==> src/core/position_port_defines.svh <==
`ifndef POSITION_PORT_DEFINES_SVH
`define POSITION_PORT_DEFINES_SVH

// register offsets (byte addresses)
`define REG_CTRL 12'h000
`define REG_POS 12'h004
`define REG_STAT 12'h008
`define REG_IRQ_STAT 12'h00c
`define REG_IRQ_MASK 12'h010
`define REG_BUSIN 12'h014

// control fields
`define CTRL_OE_N 0
`define CTRL_STEER 1
`define CTRL_FREEZE_N 2
`define CTRL_DIR_OUT 3
`define CTRL_RES_LO 4
`define CTRL_RES_HI 5
`define CTRL_RESET_VAL 32'h0000000c

// status fields
`define STAT_BUSY 0
`define STAT_SENSE 1

// interrupt event bits
`define IRQ_WRAP 0
`define IRQ_REVERSE 1
`define IRQ_WIDTH 2

// busy hold count per step; busy stays high one cycle longer than this
`define BUSY_CYCLES 4'h2
`endif

==> src/core/position_port_pkg.sv <==
package position_port_pkg;
    typedef enum logic [1:0] {RES10, RES12, RES14, RES16} resolution_t;
    typedef struct packed {
        logic [15:0] latchReg;
        logic busyReg;
        logic [3:0] busyCnt;
        logic senseReg;
        logic wrapReg;
        logic [15:0] prevPos;
    } tracker_state_t;
endpackage

==> src/core/wrap_detect.sv <==
`timescale 1ns/1ps
`default_nettype none
`include "position_port_defines.svh"
module wrap_detect (
    input wire logic [15:0] prevPos, // previous position
    input wire logic [15:0] newPos, // current position
    input wire logic [15:0] widthMask, // active word bits
    output logic wrap, // major carry seen
    output logic stepUp // positive step
);
    logic prevOnes;
    logic prevZeros;
    logic newOnes;
    logic newZeros;
    // carry between full scale and zero
    always_comb begin
        prevOnes = ((prevPos & widthMask) == widthMask);
        prevZeros = ((prevPos & widthMask) == 16'h0000);
        newOnes = ((newPos & widthMask) == widthMask);
        newZeros = ((newPos & widthMask) == 16'h0000);
        wrap = (prevOnes && newZeros) || (prevZeros && newOnes);
        // a carry from zero to full scale is a down step
        stepUp = prevOnes ? newZeros : (prevZeros && newOnes) ? 1'b0 : (newPos > prevPos);
    end
endmodule
`default_nettype wire

==> src/core/apb_regs.sv <==
`timescale 1ns/1ps
`default_nettype none
`include "position_port_defines.svh"
module apb_regs (
    input wire logic clk_sys, // system clock
    input wire logic rst_n, // sync reset
    input wire logic psel, // apb select
    input wire logic penable, // apb enable
    input wire logic pwrite, // apb direction
    input wire logic [11:0] paddr, // apb address
    input wire logic [31:0] pwdata, // apb write data
    output logic [31:0] prdata, // apb read data
    output logic pready, // apb ready
    output logic pslverr, // apb error
    input wire logic [15:0] posWord, // latched position
    input wire logic [15:0] busIn, // captured bus input
    input wire logic busy, // busy level
    input wire logic sense, // rotation sense
    input wire logic [`IRQ_WIDTH-1:0] events, // event pulses
    output logic [31:0] ctrl, // control register
    output logic irq // interrupt level
);
    logic [31:0] ctrl_reg;
    logic [`IRQ_WIDTH-1:0] stat_reg;
    logic [`IRQ_WIDTH-1:0] mask_reg;
    logic [31:0] rd_next;
    logic mapped;
    logic wrEn;
    assign wrEn = psel && penable && pwrite;
    assign pready = 1'b1;
    assign ctrl = ctrl_reg;
    assign irq = |(stat_reg & mask_reg);
    // read decode
    always_comb begin
        rd_next = 32'h00000000;
        mapped = 1'b1;
        case (paddr)
            `REG_CTRL: rd_next = ctrl_reg;
            `REG_POS: rd_next = {16'h0000, posWord};
            `REG_STAT: rd_next = {30'h0, sense, busy};
            `REG_IRQ_STAT: rd_next = {30'h0, stat_reg};
            `REG_IRQ_MASK: rd_next = {30'h0, mask_reg};
            `REG_BUSIN: rd_next = {16'h0000, busIn};
            default: mapped = 1'b0;
        endcase
    end
    assign prdata = rd_next;
    assign pslverr = psel && penable && !mapped;
    // register writes; event set beats clear
    always_ff @(posedge clk_sys) begin
        if (!rst_n) begin
            ctrl_reg <= `CTRL_RESET_VAL;
            stat_reg <= '0;
            mask_reg <= '0;
        end else begin
            if (wrEn && paddr == `REG_CTRL) begin
                ctrl_reg <= pwdata;
            end
            if (wrEn && paddr == `REG_IRQ_MASK) begin
                mask_reg <= pwdata[`IRQ_WIDTH-1:0];
            end
            if (wrEn && paddr == `REG_IRQ_STAT) begin
                stat_reg <= (stat_reg & ~pwdata[`IRQ_WIDTH-1:0]) | events;
            end else begin
                stat_reg <= stat_reg | events;
            end
        end
    end
endmodule
`default_nettype wire

==> src/core/position_word_bus_port.sv <==
`timescale 1ns/1ps
`default_nettype none
`include "position_port_defines.svh"
module position_word_bus_port (
    input wire logic clk_sys, // 200 MHz clock
    input wire logic rst_n, // sync reset, active low
    input wire logic psel, // apb select
    input wire logic penable, // apb enable
    input wire logic pwrite, // apb direction
    input wire logic [11:0] paddr, // apb address
    input wire logic [31:0] pwdata, // apb write data
    output logic [31:0] prdata, // apb read data
    output logic pready, // apb ready
    output logic pslverr, // apb error
    input wire logic [15:0] trackPos, // converter tracked position
    input wire logic [15:0] positionBusIn, // data lines, input side
    output logic [15:0] positionBusOut, // data lines, output side
    output logic [15:0] positionBusOe, // data lines, drive enables
    output logic busy, // word changing
    output logic rotationSense, // direction level
    output logic wrapPulseOut, // wrap pulse
    output logic irq // interrupt level
);
    position_port_pkg::tracker_state_t st_reg;
    position_port_pkg::tracker_state_t st_next;
    position_port_pkg::resolution_t res;
    logic [31:0] ctrl;
    logic [15:0] widthMask;
    logic [15:0] curPos;
    logic [15:0] busInReg;
    logic wrapSeen;
    logic stepUp;
    logic moved;
    logic outEnable;
    logic [`IRQ_WIDTH-1:0] events;

    assign res = position_port_pkg::resolution_t'(ctrl[`CTRL_RES_HI:`CTRL_RES_LO]);

    // word width from resolution select
    always_comb begin
        case (res)
            position_port_pkg::RES10: widthMask = 16'h03ff;
            position_port_pkg::RES12: widthMask = 16'h0fff;
            position_port_pkg::RES14: widthMask = 16'h3fff;
            position_port_pkg::RES16: widthMask = 16'hffff;
            default: widthMask = 16'hffff;
        endcase
    end

    assign curPos = trackPos & widthMask;
    assign moved = (curPos != st_reg.prevPos);

    wrap_detect u_wrap (
        .prevPos(st_reg.prevPos),
        .newPos(curPos),
        .widthMask(widthMask),
        .wrap(wrapSeen),
        .stepUp(stepUp)
    );

    // tracking, busy, sense, wrap and latch update
    always_comb begin
        st_next = st_reg;
        st_next.wrapReg = 1'b0;
        st_next.prevPos = curPos;
        if (moved) begin
            st_next.busyReg = 1'b1;
            st_next.busyCnt = `BUSY_CYCLES;
            st_next.senseReg = stepUp;
            st_next.wrapReg = wrapSeen;
            if (ctrl[`CTRL_FREEZE_N]) begin
                st_next.latchReg = curPos;
            end
        end else if (st_reg.busyCnt != 4'h0) begin
            st_next.busyCnt = st_reg.busyCnt - 4'h1;
        end else begin
            st_next.busyReg = 1'b0;
        end
    end

    // state register
    always_ff @(posedge clk_sys) begin
        if (!rst_n) begin
            st_reg <= '0;
            busInReg <= 16'h0000;
        end else begin
            st_reg <= st_next;
            busInReg <= positionBusIn;
        end
    end

    // bus drive: direction and enable gate the drivers
    assign outEnable = ctrl[`CTRL_DIR_OUT] && !ctrl[`CTRL_OE_N];
    assign positionBusOe = {16{outEnable}};
    // byte steering onto the low lines
    always_comb begin
        positionBusOut = st_reg.latchReg;
        if (ctrl[`CTRL_STEER]) begin
            positionBusOut = {st_reg.latchReg[15:8], st_reg.latchReg[15:8]};
        end
    end

    assign busy = st_reg.busyReg;
    assign rotationSense = st_reg.senseReg;
    assign wrapPulseOut = st_reg.wrapReg;
    assign events = {moved && (stepUp != st_reg.senseReg), st_reg.wrapReg};

    apb_regs u_regs (
        .clk_sys(clk_sys),
        .rst_n(rst_n),
        .psel(psel),
        .penable(penable),
        .pwrite(pwrite),
        .paddr(paddr),
        .pwdata(pwdata),
        .prdata(prdata),
        .pready(pready),
        .pslverr(pslverr),
        .posWord(st_reg.latchReg),
        .busIn(busInReg),
        .busy(st_reg.busyReg),
        .sense(st_reg.senseReg),
        .events(events),
        .ctrl(ctrl),
        .irq(irq)
    );
endmodule
`default_nettype wire

==> config.mk <==
export PLATFORM = sky130hd
export DESIGN_NAME = position_word_bus_port
export DESIGN_NICKNAME = d
export VERILOG_FILES = /design/src/core/position_port_pkg.sv /design/src/core/wrap_detect.sv /design/src/core/apb_regs.sv /design/src/core/position_word_bus_port.sv
export VERILOG_INCLUDE_DIRS = /design/src /design/src/core
export SDC_FILE = /design/constraint.sdc
export NUM_CORES = 1
export LEC_CHECK = 0
export BUFFER_PORTS_ARGS = -buffer_cell sky130_fd_sc_hd__buf_2
export CAP_MARGIN = 40
export CORE_MARGIN = 1
export CORE_UTILIZATION = 40
export CTS_CLUSTER_DIAMETER = 60
export DETAILED_ROUTE_END_ITERATION = 16
export MAX_ROUTING_LAYER = met4
export PLACE_DENSITY = 0.68
export RECOVER_POWER = 100
export SETUP_SLACK_MARGIN = 0.5
export SYNTH_ARGS = -nofsm -noshare
export SYNTH_HDL_FRONTEND = slang
export SYNTH_SLANG_ARGS = --single-unit
==> constraint.sdc <==
create_clock -name clk_sys -period 2.29 [get_ports clk_sys]
set_input_delay 0.3435 -clock clk_sys [delete_from_list [all_inputs] [get_ports clk_sys]]
set_output_delay 0.3435 -clock clk_sys [all_outputs]
set_load 0.01 [all_outputs]
==> results, run 1 <==
- The run finished with clean final reports.
- The endpoint type of the worst setup path is an output pin.
- The core footprint is 0.0109 sq mm.
- The share of synthesized flip-flops with an asynchronous set or reset is 0%.
- The flip-flop count of the largest register, all copies and words added is 36.
- The least setup slack across all paths after layout is approximately 0.037 ns.
- The post-route DRC violation count is 0.
- The max-capacitance violation count is 0.
- The type of the setup path with the least slack is in -> out.
- Entering global routing, the biggest net connects between 60 and 70 pins.
- The clock tree from TritonCTS is done.
- Counting stages on the worst path, the most repeated cell is sky130_fd_sc_hd__buf_4.
- At the worst endpoint, the required time is slightly below 2 ns.
- The starting utilization of the core area is about two fifths.
- Dividing the detail-routed wire length by the instance count gives 17.6 microns.
- The dominant synthesized flop cell is sky130_fd_sc_hd__dfxtp_1.
- Setup repair after global routing could not meet its margin everywhere.
- The die extent in y is about 110 microns.
- Counting every net in the synthesized netlist gives ~640.
- Power spread over the standard cell area amounts to roughly 480 mW/mm^2.
- The area added between synthesis and finish is 54.6%.
- The placement-stage worst setup slack is -0.0827 ns.
- During placement, the flow inserted port buffers numbering 149.
- Data arrives at the worst endpoint at ~1.9 ns.
- The area share of the largest cell type after synthesis is 40.1%.
- The total overflow reported by the global router is 0.
- Clock-pin slew was measured on the worst setup and hold paths at roughly 0.070 ns.
- Row generation in the floorplan step produced 38 rows.
- The number of CTS-inserted buffers is 9.
- The slowest stage of the critical path is the sky130_fd_sc_hd__nor4_4 cell.
- The most critical setup path has its startpoint at paddr[9].
- The DRC violation total after the first TritonRoute iteration is 230.
- The count of final setup violators is 0.
- The finished layout holds 859 standard cells, fillers aside.
- The number of distinct library cells after synthesis is 47.
- After synthesis the cells add up to 0.00454 sq mm.
- Counting flops with a built-in enable in the synthesized netlist gives 0.
- For this run, the top clock speed supported by timing is between 0.4 and 0.5 GHz.
- The top-level port count is 151.
- The critical path goes through buf_8 -> nor4_4 -> buf_4 -> nand3_4 -> nor4b_4 -> buf_4 -> clkbuf_16 -> a222oi_1 -> nand2_1 -> buf_2.
- The half-perimeter wire length after placement is a little under 10,000 microns.
- The synthesized design contains just over 90 register bits.
- The worst path in the final design needs a cycle of ~2.3 ns, including I/O delays and setup.
- The biggest area contributor in the post-synthesis netlist is sky130_fd_sc_hd__dfxtp_1.
- The critical path buffer and inverter count is 5.
- Along the worst path, the maximum fanout reaches 8.
- The largest incremental delay on the critical path is about 0.28 ns.
- The detailed-route via count is ~4,600.
- The critical path startpoint category is a primary input.
- The number of antenna violations at the first check in global routing is 0.
- The class of the worst hold path is in -> reg.
- The total count of max-transition violations in the final report came to 0.
- After layout, the worst path uses about 100% of the clock period.
- Synthesis produced ~540 cells.
- For hold timing, the worst endpoint is busInReg[4].
- The first TritonRoute pass finished after 5 iterations.
- The number of endpoints with negative hold slack in the final report was 0.
- The maximum number of buffers from clock root to sink is 2.
- The via density per instance is about 5.3.
- In the final layout, the share of cells above drive strength 1 is between 50 and 60%.
- The die area is 0.0118 sq mm.
- The worst hold path passes through 2 cells.
- The analysis attributes to cell leakage a power of between 3 and 4 nW.
- The global-route total usage across every layer is 24.2%.
- The clock tree skew after final layout is between 0.01 and 0.015 ns.
- The H-tree was split into 3 levels.
- For the worst-skew pair, the clock arrives at the later sink with an insertion delay of about 0.35 ns.
- The routability congestion estimate is 0.924.
- The setup check on the worst reg-to-reg path leaves a slack of 0.04 ns.
- The detail route stage leaves a number of antenna-violating nets equal to 0.
- The buffer type at the clock tree root is sky130_fd_sc_hd__clkbuf_16.
- For this design, the sink count on the clock tree is 91.
- The first-pass GRT wire length is roughly 21,000 microns.
- The overall power of the completed layout is approximately 3.4 mW.
- For this run, the number of Yosys warnings is 0.
- The via count of the first global-routing pass is about 4,300.
- At the end of the flow, the number of nets in the layout was approximately 810.
- The critical register-to-register path startpoint is u_regs.ctrl[5].
- The worst-case IR drop observed on VDD is around 0.00033 V.
- The number of placed instances, taps included, is 806.
- The total length of routed wires is 15,200 microns.
- In the post-synthesis netlist, the biggest area contributors are sky130_fd_sc_hd__dfxtp_1 40%, sky130_fd_sc_hd__nand2_1 11%, sky130_fd_sc_hd__and2_1 6.9%.
- Measured in cells, the most critical reg-to-reg path has a length of 10.
- The die is 109 microns wide.
- The endpoint of the worst register-to-register path is st_reg[34].
- The number of antenna diodes is 0.
- The sequential element share of the synthesized area is between 40% and 50%.
- Among cell families on the critical path, the largest total delay comes from buffers and inverters.
- The worst hold path begins at positionBusIn[4].
- After synthesis, the mean cell area works out to 8.42 sq um.
-- cell families (layout without fill, tap and decap cells) --
kind of cell               Yosys count  in the layout  share of synthesized area [%]
and+or+nand+nor                    245            245                           27.4
AOI/OAI and AO/OA                   99             99                           15.7
DFF                                 91             91                           40.1
buffers and inverters               72            252                           8.71
adders and majority gates           16             16                           4.41
muxes                               14             14                           3.36
other                                1              1                         0.0826
xor gates and xnor gates             1              1                          0.193
-- synth_stat cells, types with 4 or more instances --
cell type                    n
sky130_fd_sc_hd__dfxtp_1    91
sky130_fd_sc_hd__a22oi_1    13
sky130_fd_sc_hd__nor3_1      6
sky130_fd_sc_hd__and3_1      4
sky130_fd_sc_hd__clkbuf_1   19
sky130_fd_sc_hd__and4_1      4
sky130_fd_sc_hd__nand3_1     6
sky130_fd_sc_hd__and2_1     50
sky130_fd_sc_hd__nor2b_1     7
sky130_fd_sc_hd__nand2_1   130
sky130_fd_sc_hd__a21boi_1   28
sky130_fd_sc_hd__ha_1       16
sky130_fd_sc_hd__nor4_1      5
sky130_fd_sc_hd__nand4_1    11
sky130_fd_sc_hd__a21boi_0   19
sky130_fd_sc_hd__buf_2       4
sky130_fd_sc_hd__o21ai_0     7
sky130_fd_sc_hd__a21oi_1    12
sky130_fd_sc_hd__mux2_2     10
sky130_fd_sc_hd__a222oi_1    5
sky130_fd_sc_hd__nor2_1     11
sky130_fd_sc_hd__buf_4      26
sky130_fd_sc_hd__mux2i_1     4
sky130_fd_sc_hd__inv_1      20
-- how the worst max path moves through the flow --
stage / cells after the start / endpoint / slack (ns)
3_3_place_gp: 9 / st_reg[38] / -0.02
4_1_cts: 11 / u_regs.stat_reg[1] / 0.08
6_report: 10 / prdata[0] / 0.04
5_1_grt: 10 / st_reg[34] / -0.09
2_1_floorplan: 11 / st_reg[34] / 0.05
3_5_place_dp: 9 / st_reg[38] / -0.08
-- per-layer routing --
| layer | track usage [%] | wire length, microns | share of wire [%] | vias to the layer above |
|---|---|---|---|---|
| met4 | 9.56 | 300 | 2.0 | 0 |
| met5 | - | 0 | 0 | - |
| li1 | - | - | - | 2161 |
| met1 | 27.8 | 6330 | 42 | 2207 |
| met2 | 41.5 | 7610 | 50 | 180 |
| met3 | 4.34 | 912 | 6.0 | 21 |
-- power by group --
group          leakage (nW)  total, mW  switching, mW  internal (mW)
logic                  2.39      0.332          0.169          0.162
registers             0.746       1.66         0.0324           1.62
clock network         0.137       1.41          0.657          0.748
-- worst reg2reg max path, stage by stage, from the launching register on --
cell and delay (ns):
sky130_fd_sc_hd__dfxtp_4 0.36, sky130_fd_sc_hd__o21a_1 0.23, sky130_fd_sc_hd__ha_4 0.28, sky130_fd_sc_hd__nand4_1 0.19, sky130_fd_sc_hd__nor4_4 0.33, sky130_fd_sc_hd__nand4_1 0.17, sky130_fd_sc_hd__buf_4 0.19, sky130_fd_sc_hd__nand2_4 0.10
sky130_fd_sc_hd__buf_12 0.14, sky130_fd_sc_hd__nand2_2 0.05, sky130_fd_sc_hd__a21boi_1 0.15
-- cell type report --
class                   instances  area (sq um)
clock buffers                  10           229
clock inverters                 6          48.8
fillers                       903          3920
inverters                      20          75.1
multi-input cells             376          2920
flip-flops and latches         91          1830
well taps                     140           175
repair buffers                216          1740
-- stage by stage --
| step | area (sq um) | setup TNS [ns] | hold WS [ns] | utilization [%] |
|---|---|---|---|---|
| 6_report | 7020 | 0 | 0.199 | 64.2 |
| 3_5_place_dp | 5490 | -0.286 | 0.445 | 50.2 |
| 3_3_place_gp | 5490 | -0.0233 | 0.441 | 50.2 |
| 5_1_grt | 7020 | -1.08 | 0.199 | 64.2 |
| 2_1_floorplan | 4650 | 0 | 0.435 | - |
| 4_1_cts | 6160 | 0 | 0.190 | 56.4 |
-- placed cells by master, fill, tap and decap left out, types with 4 or more instances in the layout --
master	instances
sky130_fd_sc_hd__dfxtp_1	88
sky130_fd_sc_hd__clkbuf_16	16
sky130_fd_sc_hd__nor2b_1	6
sky130_fd_sc_hd__nand2_4	32
sky130_fd_sc_hd__a22oi_2	7
sky130_fd_sc_hd__and3_1	4
sky130_fd_sc_hd__a22oi_1	6
sky130_fd_sc_hd__nand4_1	11
sky130_fd_sc_hd__a21boi_1	23
sky130_fd_sc_hd__inv_1	20
sky130_fd_sc_hd__nand2_1	74
sky130_fd_sc_hd__buf_2	126
sky130_fd_sc_hd__nor4_1	4
sky130_fd_sc_hd__ha_1	14
sky130_fd_sc_hd__mux2_2	10
sky130_fd_sc_hd__nor2_1	10
sky130_fd_sc_hd__mux2i_1	4
sky130_fd_sc_hd__nand2_2	24
sky130_fd_sc_hd__buf_12	9
sky130_fd_sc_hd__a21boi_2	23
sky130_fd_sc_hd__nand3_1	5
sky130_fd_sc_hd__buf_6	36
sky130_fd_sc_hd__and2_4	19
sky130_fd_sc_hd__a21oi_1	10
sky130_fd_sc_hd__o21ai_0	7
sky130_fd_sc_hd__buf_4	34
sky130_fd_sc_hd__and2_1	28
sky130_fd_sc_hd__a222oi_1	5
-- what timing repair did --
| action | in CTS | in global routing |
|---|---|---|
| endpoints found under the hold margin | 0 | 0 |
| hold buffers | 0 | 0 |
| gates cloned | 5 | 7 |
| endpoints found under the setup margin | 110 | 106 |
| pin swaps | 26 | 78 |
| gates resized for setup | 54 | 147 |
| setup buffers | 15 | 10 |
Note: power is estimated with default switching activity, not from simulation.
==> inputs of run 2 (changes only) <==
- CELL_PAD_IN_SITES_DETAIL_PLACEMENT: not set -> 0
- CELL_PAD_IN_SITES_GLOBAL_PLACEMENT: not set -> 1
- CORE_UTILIZATION: 40 -> 33
- PLACE_DENSITY: 0.68 -> 0.76
==> run 2 against run 1 <==
- clock power grew 9%
- flip-flop and latch count is the same
- worst hold slack lost 0.0021 ns
- via count shrank 3.2%
- largest power group unchanged
==> results, run 2 (synthesized netlist as in run 1, its figures left out) <==
- The largest net degree at the start of global routing is 65 (was 67).
- The detailed-route via count was 4,425 (was 4,569).
- The critical path startpoint category was a register (was primary input).
- The part of the power in the clock network is 43.7% (was 41.4%).
- The number of rows in the core area was 42 (was 38).
- The worst hold-check slack is 0.197 ns (was 0.199 ns).
- The worst-case headroom to the max-slew limit is between 30% and 40%.
- Most frequent cells in the layout: 91 x sky130_fd_sc_hd__buf_2, 89 x sky130_fd_sc_hd__dfxtp_1, 82 x sky130_fd_sc_hd__nand2_1 (was 126 x sky130_fd_sc_hd__buf_2, 88 x sky130_fd_sc_hd__dfxtp_1, 74 x sky130_fd_sc_hd__nand2_1).
- The total length of routed wires is 15,300 microns (was 15,200 microns).
- The most common cell after layout, fill and taps aside is sky130_fd_sc_hd__buf_2 (unchanged).
- The cell internal power dissipation is 2.63 mW (was 2.53 mW).
- The die area was 0.0142 sq mm (was 0.0118 sq mm).
- The via density per instance is 5.01 (was 5.32).
- The flip-flop count of the largest register, all copies and words added is 36 (unchanged).
- The final layout net count is 800 (was 811).
- The area added between synthesis and finish is 48.1% (was 54.6%).
- The total overflow reported by the global router came to 0 (unchanged).
- Setup repair after global routing missed its margin: yes (unchanged).
- The number of endpoints with negative hold slack in the final report is 0 (unchanged).
- The routability congestion estimate was 0.915 (was 0.924).
- The DRC violation total after the first TritonRoute iteration was 260 (was 230).
- The top-level port count is 151 (unchanged).
- The die extent in y is 119 microns (was 109 microns).
- The final non-filler cell area is 0.00672 sq mm (was 0.00702 sq mm).
- The count of final setup violators is 0 (unchanged).
- The highest clock frequency the design can meet was 0.439 GHz (was 0.444 GHz).
- The worst voltage drop across the vdd grid is 0.000322 V (was 0.000334 V).
- The overall power of the completed layout is 3.50 mW (was 3.39 mW).
- The combinational cell fraction of total power was 9.0% (was 9.8%).
- The power share of the sequential group came to 47.3% (was 48.8%).
- The first-pass iteration count of the detailed router was 4 (was 5).
- The class of the worst hold path is in -> reg (unchanged).
- The endpoint type of the worst setup path is a register (was output pin).
- The floorplan die width was 119 microns (was 109 microns).
- The buffer type at the clock tree root is sky130_fd_sc_hd__clkbuf_16 (unchanged).
- The global-route total usage across every layer is 21.0% (was 24.2%).
- The number of antenna violations at the first check in global routing is 0 (unchanged).
- The switching component of the power came to 0.870 mW (was 0.859 mW).
- The clock tree skew after final layout came to 0.00585 ns (was 0.0109 ns).
- The starting utilization of the core area is 34.0% (was 41.5%).
- The transition time at the pin with the least slew margin is approximately 1 ns.
- The largest fanout on the critical path is 8 (unchanged).
- Outcome: completed (unchanged).
- The max-capacitance violation count is 0 (unchanged).
- The count of port buffers added during placement came to 149 (unchanged).
- The half-perimeter wire length after placement is 10,500 microns (was 9710 microns).
- The clock tree from TritonCTS is done (unchanged).
- The maximum number of buffers from clock root to sink is 2 (unchanged).
- The data arrival time at the worst-slack endpoint is 2.53 ns (was 1.91 ns).
- The number of antenna diodes is 0 (unchanged).
- The post-placement cell area is 0.00557 sq mm (was 0.00549 sq mm).
- The power density relative to cell area came to 520 mW/mm^2 (was 483 mW/mm^2).
- The number of clock sinks is 91 (unchanged).
- The fraction of final layout cells with drive strength greater than 1 came to 43.4% (was 51.6%).
- The count of fill cells added during filler insertion is 1,340 (was 903).
- The first-pass GRT wire length is 22,200 microns (was 21,000 microns).
- The clock-pin transition on the worst setup and hold timing paths came to 0.07 ns (about the same).
- The data required time at the worst endpoint is 2.54 ns (was 1.95 ns).
- The antenna violation net count after detailed routing is 0 (unchanged).
- The static power due to leakage is 3.01 nW (was 3.27 nW).
- The core footprint came to 0.0133 sq mm (was 0.0109 sq mm).
- The routed length per placed instance came to 17.3 microns (was 17.6 microns).
- The via count of the first global-routing pass is 4,222 (was 4,255).
- The clock latency on the worst-skew pair is 0.35 ns (about the same).
- The post-route DRC violation count is 0 (unchanged).
- The final cycle utilization of the critical path is 99.4% (was 98.4%).
- The hold-fix buffer count after cts is 0 (unchanged).
- The area of the multi-input gates is 0.00284 sq mm (was 0.00292 sq mm).
- The type of the setup path with the least slack was reg -> reg (was in -> out).
- The switching part of the total is 24.9% (was 25.3%).
- The number of CTS-inserted buffers came to 9 (unchanged).
- The total negative slack for setup checks was 0 ns (unchanged).
- The total count of max-transition violations in the final report was 0 (unchanged).
- The register cell area after layout is 0.00183 sq mm (about the same).
- The number of H-tree levels came to 3 (unchanged).
- The minimum clock period is 2.28 ns (was 2.25 ns).
-- run 2: power groups by stage --
stage,combinational (mW),clock (mW),sequential (mW)
after floorplan,0.134,0,1.68
after global placement,0.288,0,1.69
after detailed placement,0.292,0,1.69
after CTS,0.308,1.56,1.65
after global routing,0.345,1.65,1.66
final,0.315,1.53,1.65
-- run 2: worst max-delay path: stages (launching register included) --
cell	delay, ns
sky130_fd_sc_hd__dfxtp_4	0.37
sky130_fd_sc_hd__and3_4	0.20
sky130_fd_sc_hd__ha_4	0.26
sky130_fd_sc_hd__nand4_1	0.16
sky130_fd_sc_hd__nor4_4	0.35
sky130_fd_sc_hd__nand4_1	0.16
sky130_fd_sc_hd__buf_4	0.16
sky130_fd_sc_hd__buf_6	0.11
sky130_fd_sc_hd__and2_4	0.16
sky130_fd_sc_hd__mux2i_2	0.17
sky130_fd_sc_hd__nor2b_1	0.06
-- run 2: timing repair --
item	in CTS	in global routing
pin swaps	17	57
resized for setup	58	119
setup buffers	10	4
endpoints found under the setup margin	84	102
cloned	4	5
-- run 2: routing by layer --
layer  GRT usage, %  part of all wire (%)  up-vias
li1               -                     -     2148
met1           26.1                    44     2087
met2           34.1                    48      170
met3           4.55                   5.4       20
met4           6.33                   1.8        0
met5              -                     0        -
-- run 2: per-stage QoR --
stage | worst slack [ns] | util [%] | std cells
after floorplan | 0.0462 | - | 539
after global placement | -0.0300 | 41.7 | 845
after detailed placement | -0.0908 | 41.7 | 845
after CTS | 0.0337 | 47.2 | 875
after global routing | -0.147 | 50.4 | 884
final | 0.0133 | 50.4 | 884
-- run 2: cell type report --
type,count,share of cell area [%]
clock buffer,9,3.35
clock inverter,7,1.10
inverter,20,1.12
multi-input combinational,377,42.3
sequential,91,27.2
tap,176,3.28
timing repair buffer,204,21.7
-- run 2: worst paths after layout --
| kind | slack (ns) | from | endpoint | cells after the start |
|---|---|---|---|---|
| worst min register to register | 0.45 | u_regs.ctrl[31] | u_regs.ctrl[31] | 2 |
| worst max register to register | 0.01 | u_regs.ctrl[5] | st_reg[38] | 10 |
| worst min-delay path | 0.20 | positionBusIn[5] | busInReg[5] | 2 |
| worst max-delay path | 0.01 | u_regs.ctrl[5] | st_reg[38] | 10 |
==> inputs of run 3 (changes only) <==
- ABC_AREA: not set -> 1
- CORE_UTILIZATION: 33 -> 32
==> run 3 against run 2 <==
- via count up 7.4%
- flip-flop and latch count stayed put
- non-clock buffer count increased by 4
- critical path depth shrank 2
- count of clock-buffer cells in the layout increased by 1
- design area shrank 1.2%
- critical path type is now in -> out
- total power down 4.7%
- sequential share of layout area rose by 0.29 points
- utilization decreased by 2.9 points
- worst hold slack lost 0.014 ns
- final cell count is 14% higher
- synthesized cell count is 21% higher
==> results, run 3 <==
- The routed length per placed instance came to 15.0 microns (was 17.3 microns).
- Outcome: completed (unchanged).
- The flip-flop count of the largest register, all copies and words added is 36 (unchanged).
- The fraction of final layout cells with drive strength greater than 1 is 32.8% (was 43.4%).
- The count of fill cells added during filler insertion is 1,423 (was 1,340).
- The post-route non-filler standard cell count is 1,006 (was 884).
- The overall power of the completed layout came to 3.33 mW (was 3.50 mW).
- The cell with the biggest individual delay on the critical path is sky130_fd_sc_hd__clkbuf_2 (was sky130_fd_sc_hd__dfxtp_4).
- The top-level port count is 151 (unchanged).
- The number of antenna diodes is 0 (unchanged).
- The global-route total usage across every layer is 19.6% (was 21.0%).
- The total negative slack for setup checks is 0 ns (unchanged).
- The clock tree from TritonCTS is done (unchanged).
- The highest clock frequency the design can meet is 0.478 GHz (was 0.439 GHz).
- The floorplan die width is 122 microns (was 119 microns).
- The routability congestion estimate is 0.816 (was 0.915).
- The worst-case headroom to the max-slew limit is 36.7% (was 32.0%).
- The number of H-tree levels came to 3 (unchanged).
- The max-capacitance violation count is 0 (unchanged).
- The total of flip-flops plus latches after synthesis is 91 (unchanged).
- Commonest cells post-synth: 122 x sky130_fd_sc_hd__inv_1, 118 x sky130_fd_sc_hd__nand2_1, 91 x sky130_fd_sc_hd__dfxtp_1 (was 130 x sky130_fd_sc_hd__nand2_1, 91 x sky130_fd_sc_hd__dfxtp_1, 50 x sky130_fd_sc_hd__and2_1).
- The number of endpoints with negative hold slack in the final report is 0 (unchanged).
- The critical path startpoint category is a primary input (was register).
- The dominant synthesized flop cell is sky130_fd_sc_hd__dfxtp_1 (unchanged).
- The DRC violation total after the first TritonRoute iteration is 271 (was 260).
- The number of CTS-inserted buffers came to 9 (unchanged).
- The number of clock sinks is 91 (unchanged).
- The family with the most delay on the worst path is simple AND/OR/NAND/NOR gates (unchanged).
- The die area is 0.0149 sq mm (was 0.0142 sq mm).
- The class of the worst hold path is in -> reg (unchanged).
- The count of port buffers added during placement is 149 (unchanged).
- The starting utilization of the core area is 33.0% (was 34.0%).
- The worst voltage drop across the vdd grid is 0.000446 V (was 0.000322 V).
- The hold-fix buffer count after cts is 0 (unchanged).
- The type of the setup path with the least slack is in -> out (was reg -> reg).
- The most common cell after layout, fill and taps aside is sky130_fd_sc_hd__inv_1 (was sky130_fd_sc_hd__buf_2).
- The share of synthesized flip-flops with an asynchronous set or reset is 0% (unchanged).
- The number of distinct library cells after synthesis came to 35 (was 47).
- The critical path buffer and inverter count is 3 (was 2).
- The number of enable-type register cells in the synthesized netlist is 0 (unchanged).
- The placement-stage worst setup slack came to 0.00672 ns (was -0.0908 ns).
- The half-perimeter wire length after placement is 10,400 microns (was 10,500 microns).
- The minimum clock period is 2.09 ns (was 2.28 ns).
- The first-pass GRT wire length is 21,900 microns (was 22,200 microns).
- The final cycle utilization of the critical path is 91.3% (was 99.4%).
- The via count of the first global-routing pass came to 4,514 (was 4,222).
- The largest fanout on the critical path was 7 (was 8).
- The first-pass iteration count of the detailed router was 4 (unchanged).
- The number of antenna violations at the first check in global routing is 0 (unchanged).
- Setup repair after global routing missed its margin: yes (unchanged).
- Most frequent cells in the layout: 111 x sky130_fd_sc_hd__inv_1, 98 x sky130_fd_sc_hd__nand2_1, 90 x sky130_fd_sc_hd__dfxtp_1 (was 91 x sky130_fd_sc_hd__buf_2, 89 x sky130_fd_sc_hd__dfxtp_1, 82 x sky130_fd_sc_hd__nand2_1).
- The core footprint is 0.0140 sq mm (was 0.0133 sq mm).
- The synthesized netlist net count is 751 (was 636).
- The most common cell in the synthesized netlist is sky130_fd_sc_hd__inv_1 (was sky130_fd_sc_hd__nand2_1).
- The antenna violation net count after detailed routing is 0 (unchanged).
- The number of rows in the core area came to 43 (was 42).
- The count of final setup violators came to 0 (unchanged).
- The die extent in y is 122 microns (was 119 microns).
- The maximum number of buffers from clock root to sink is 2 (unchanged).
- The total overflow reported by the global router is 0 (unchanged).
- The detailed-route via count came to 4,753 (was 4,425).
- The post-route DRC violation count came to 0 (unchanged).
- The static power due to leakage is 3.08 nW (was 3.01 nW).
- The total placed cells including tap cells is 950 (was 845).
- The power density relative to cell area came to 502 mW/mm^2 (was 520 mW/mm^2).
- The final layout net count came to 919 (was 800).
- Cells traversed along the worst timing path: buf_6 -> nor3_4 -> nand2_1 -> nor2_1 -> nand2_4 -> clkbuf_2 -> o211ai_1 -> clkbuf_1 (was and3_4 -> ha_4 -> nand4_1 -> nor4_4 -> nand4_1 -> buf_4 -> buf_6 -> and2_4 -> mux2i_2 -> nor2b_1).
- The biggest area consumer among synthesized cells is sky130_fd_sc_hd__dfxtp_1 (unchanged).
- The warning count from the yosys run was 0 (unchanged).
- The transition time at the pin with the least slew margin is 0.949 ns (was 1.02 ns).
- The endpoint type of the worst setup path is an output pin (was register).
- The total count of max-transition violations in the final report came to 0 (unchanged).
- The post-placement cell area came to 0.00547 sq mm (was 0.00557 sq mm).
- The synthesized instance count is 654 (was 539).
- Main area contributors after synthesis: sky130_fd_sc_hd__dfxtp_1 39%, sky130_fd_sc_hd__inv_1 9.9%, sky130_fd_sc_hd__nand2_1 9.6% (was sky130_fd_sc_hd__dfxtp_1 40%, sky130_fd_sc_hd__nand2_1 11%, sky130_fd_sc_hd__and2_1 6.9%).
- The area added between synthesis and finish was 43.7% (was 48.1%).
- The data arrival time at the worst-slack endpoint is 1.75 ns (was 2.53 ns).
- The clock-pin transition on the worst setup and hold timing paths is 0.06 ns (was 0.07 ns).
- The least setup slack across all paths after layout is 0.199 ns (was 0.0133 ns).
- The clock latency on the worst-skew pair is 0.34 ns (was 0.35 ns).
- The largest net degree at the start of global routing is 53 (was 65).
- The buffer type at the clock tree root is sky130_fd_sc_hd__clkbuf_16 (unchanged).
- The cell area after synthesis is 0.00462 sq mm (was 0.00454 sq mm).
- The mean instance size in the synthesized netlist is 7.06 sq um (was 8.42 sq um).
- The largest incremental delay on the critical path is 0.23 ns (was 0.37 ns).
- The sequential element share of the synthesized area is 39.4% (was 40.1%).
- The via density per instance is 4.72 (was 5.01).
- The total length of routed wires came to 15,100 microns (was 15,300 microns).
- The area share of the largest cell type after synthesis is 39.4% (was 40.1%).
- The data required time at the worst endpoint is 1.95 ns (was 2.54 ns).
- The final non-filler cell area is 0.00664 sq mm (was 0.00672 sq mm).
- The clock tree skew after final layout is 0.00835 ns (was 0.00585 ns).
==> run 3: cell count changes in the layout (fill, tap and decap cells not counted), sizes merged, moves of 10 or more <==
cell | before | now
nand2 | 130 | 120
a21boi | 47 | 0
a21oi | 12 | 57
mux2 | 10 | 0
buf | 163 | 143
clkbuf | 50 | 74
a22oi | 13 | 0
inv | 23 | 126
and2 | 51 | 1
nor2 | 11 | 63
nand3 | 7 | 19
o211ai | 1 | 12
o21ai | 9 | 68
==> run 3: stage by stage <==
| step | util, % | hold WS (ns) |
|---|---|---|
| 3_3_place_gp | 39.0 | 0.438 |
| 6_report | 47.5 | 0.183 |
| 4_1_cts | 45.3 | 0.172 |
| 2_1_floorplan | - | 0.429 |
| 5_1_grt | 47.5 | 0.194 |
| 3_5_place_dp | 39.1 | 0.445 |
==> run 3: area by class of cell <==
class | count | area, sq um | share of cell area [%]
clock buffer | 10 | 229 | 3.45
clock inverter | 5 | 37.5 | 0.565
inverter | 124 | 485 | 7.31
multi-input combinational | 388 | 2440 | 36.8
sequential | 91 | 1820 | 27.5
tap | 180 | 225 | 3.39
timing repair buffer | 208 | 1390 | 21.0
==> run 3: cell families after synthesis <==
family | after synthesis | share of synthesized area (%)
AOI/OAI and AO/OA | 152 | 18.8
DFF | 91 | 39.4
buffers and inverters | 175 | 17.2
and+or+nand+nor | 219 | 20.1
adders and majority gates | 16 | 4.33
other | 1 | 0.0812
==> run 3: worst paths after layout <==
path / startpoint / to / slack [ns] / depth (start not counted)
max: paddr[5] / prdata[11] / 0.20 / 8
min: positionBusIn[6] / busInReg[6] / 0.18 / 3
min reg2reg: u_regs.ctrl[9] / u_regs.ctrl[9] / 0.46 / 2
max reg2reg: u_regs.ctrl[5] / st_reg[37] / 0.28 / 14
==> run 3: repair_timing <==
action / CTS / global route
cloned: 4 / 3
pin swaps: 29 / 23
endpoints found under the setup margin: 77 / 93
gates resized for setup: 89 / 85
buffers inserted: 27 / 7
==> run 3: power breakdown <==
part	internal (mW)	leakage, nW	switching (mW)	total, mW
logic	0.134	2.21	0.188	0.321
clock network	0.735	0.125	0.625	1.36
registers	1.62	0.745	0.0291	1.65
total	2.49	3.08	0.842	3.33
==> run 3: layer usage <==
metal	GRT usage, %	wire length, microns
met1	23.9	6700
met2	33.0	7490
met3	2.62	651
met4	7.09	264
met5	-	0
==> run 3: worst reg2reg max path: cells and delay by family (launching register included) <==
family	cells	cell delay [ns]
buffers and inverters	5	0.49
AND/OR/NAND/NOR	6	0.60
flip-flops	1	0.33
adder cells (fa/ha/maj)	1	0.26
AO/OA/AOI/OAI	2	0.21
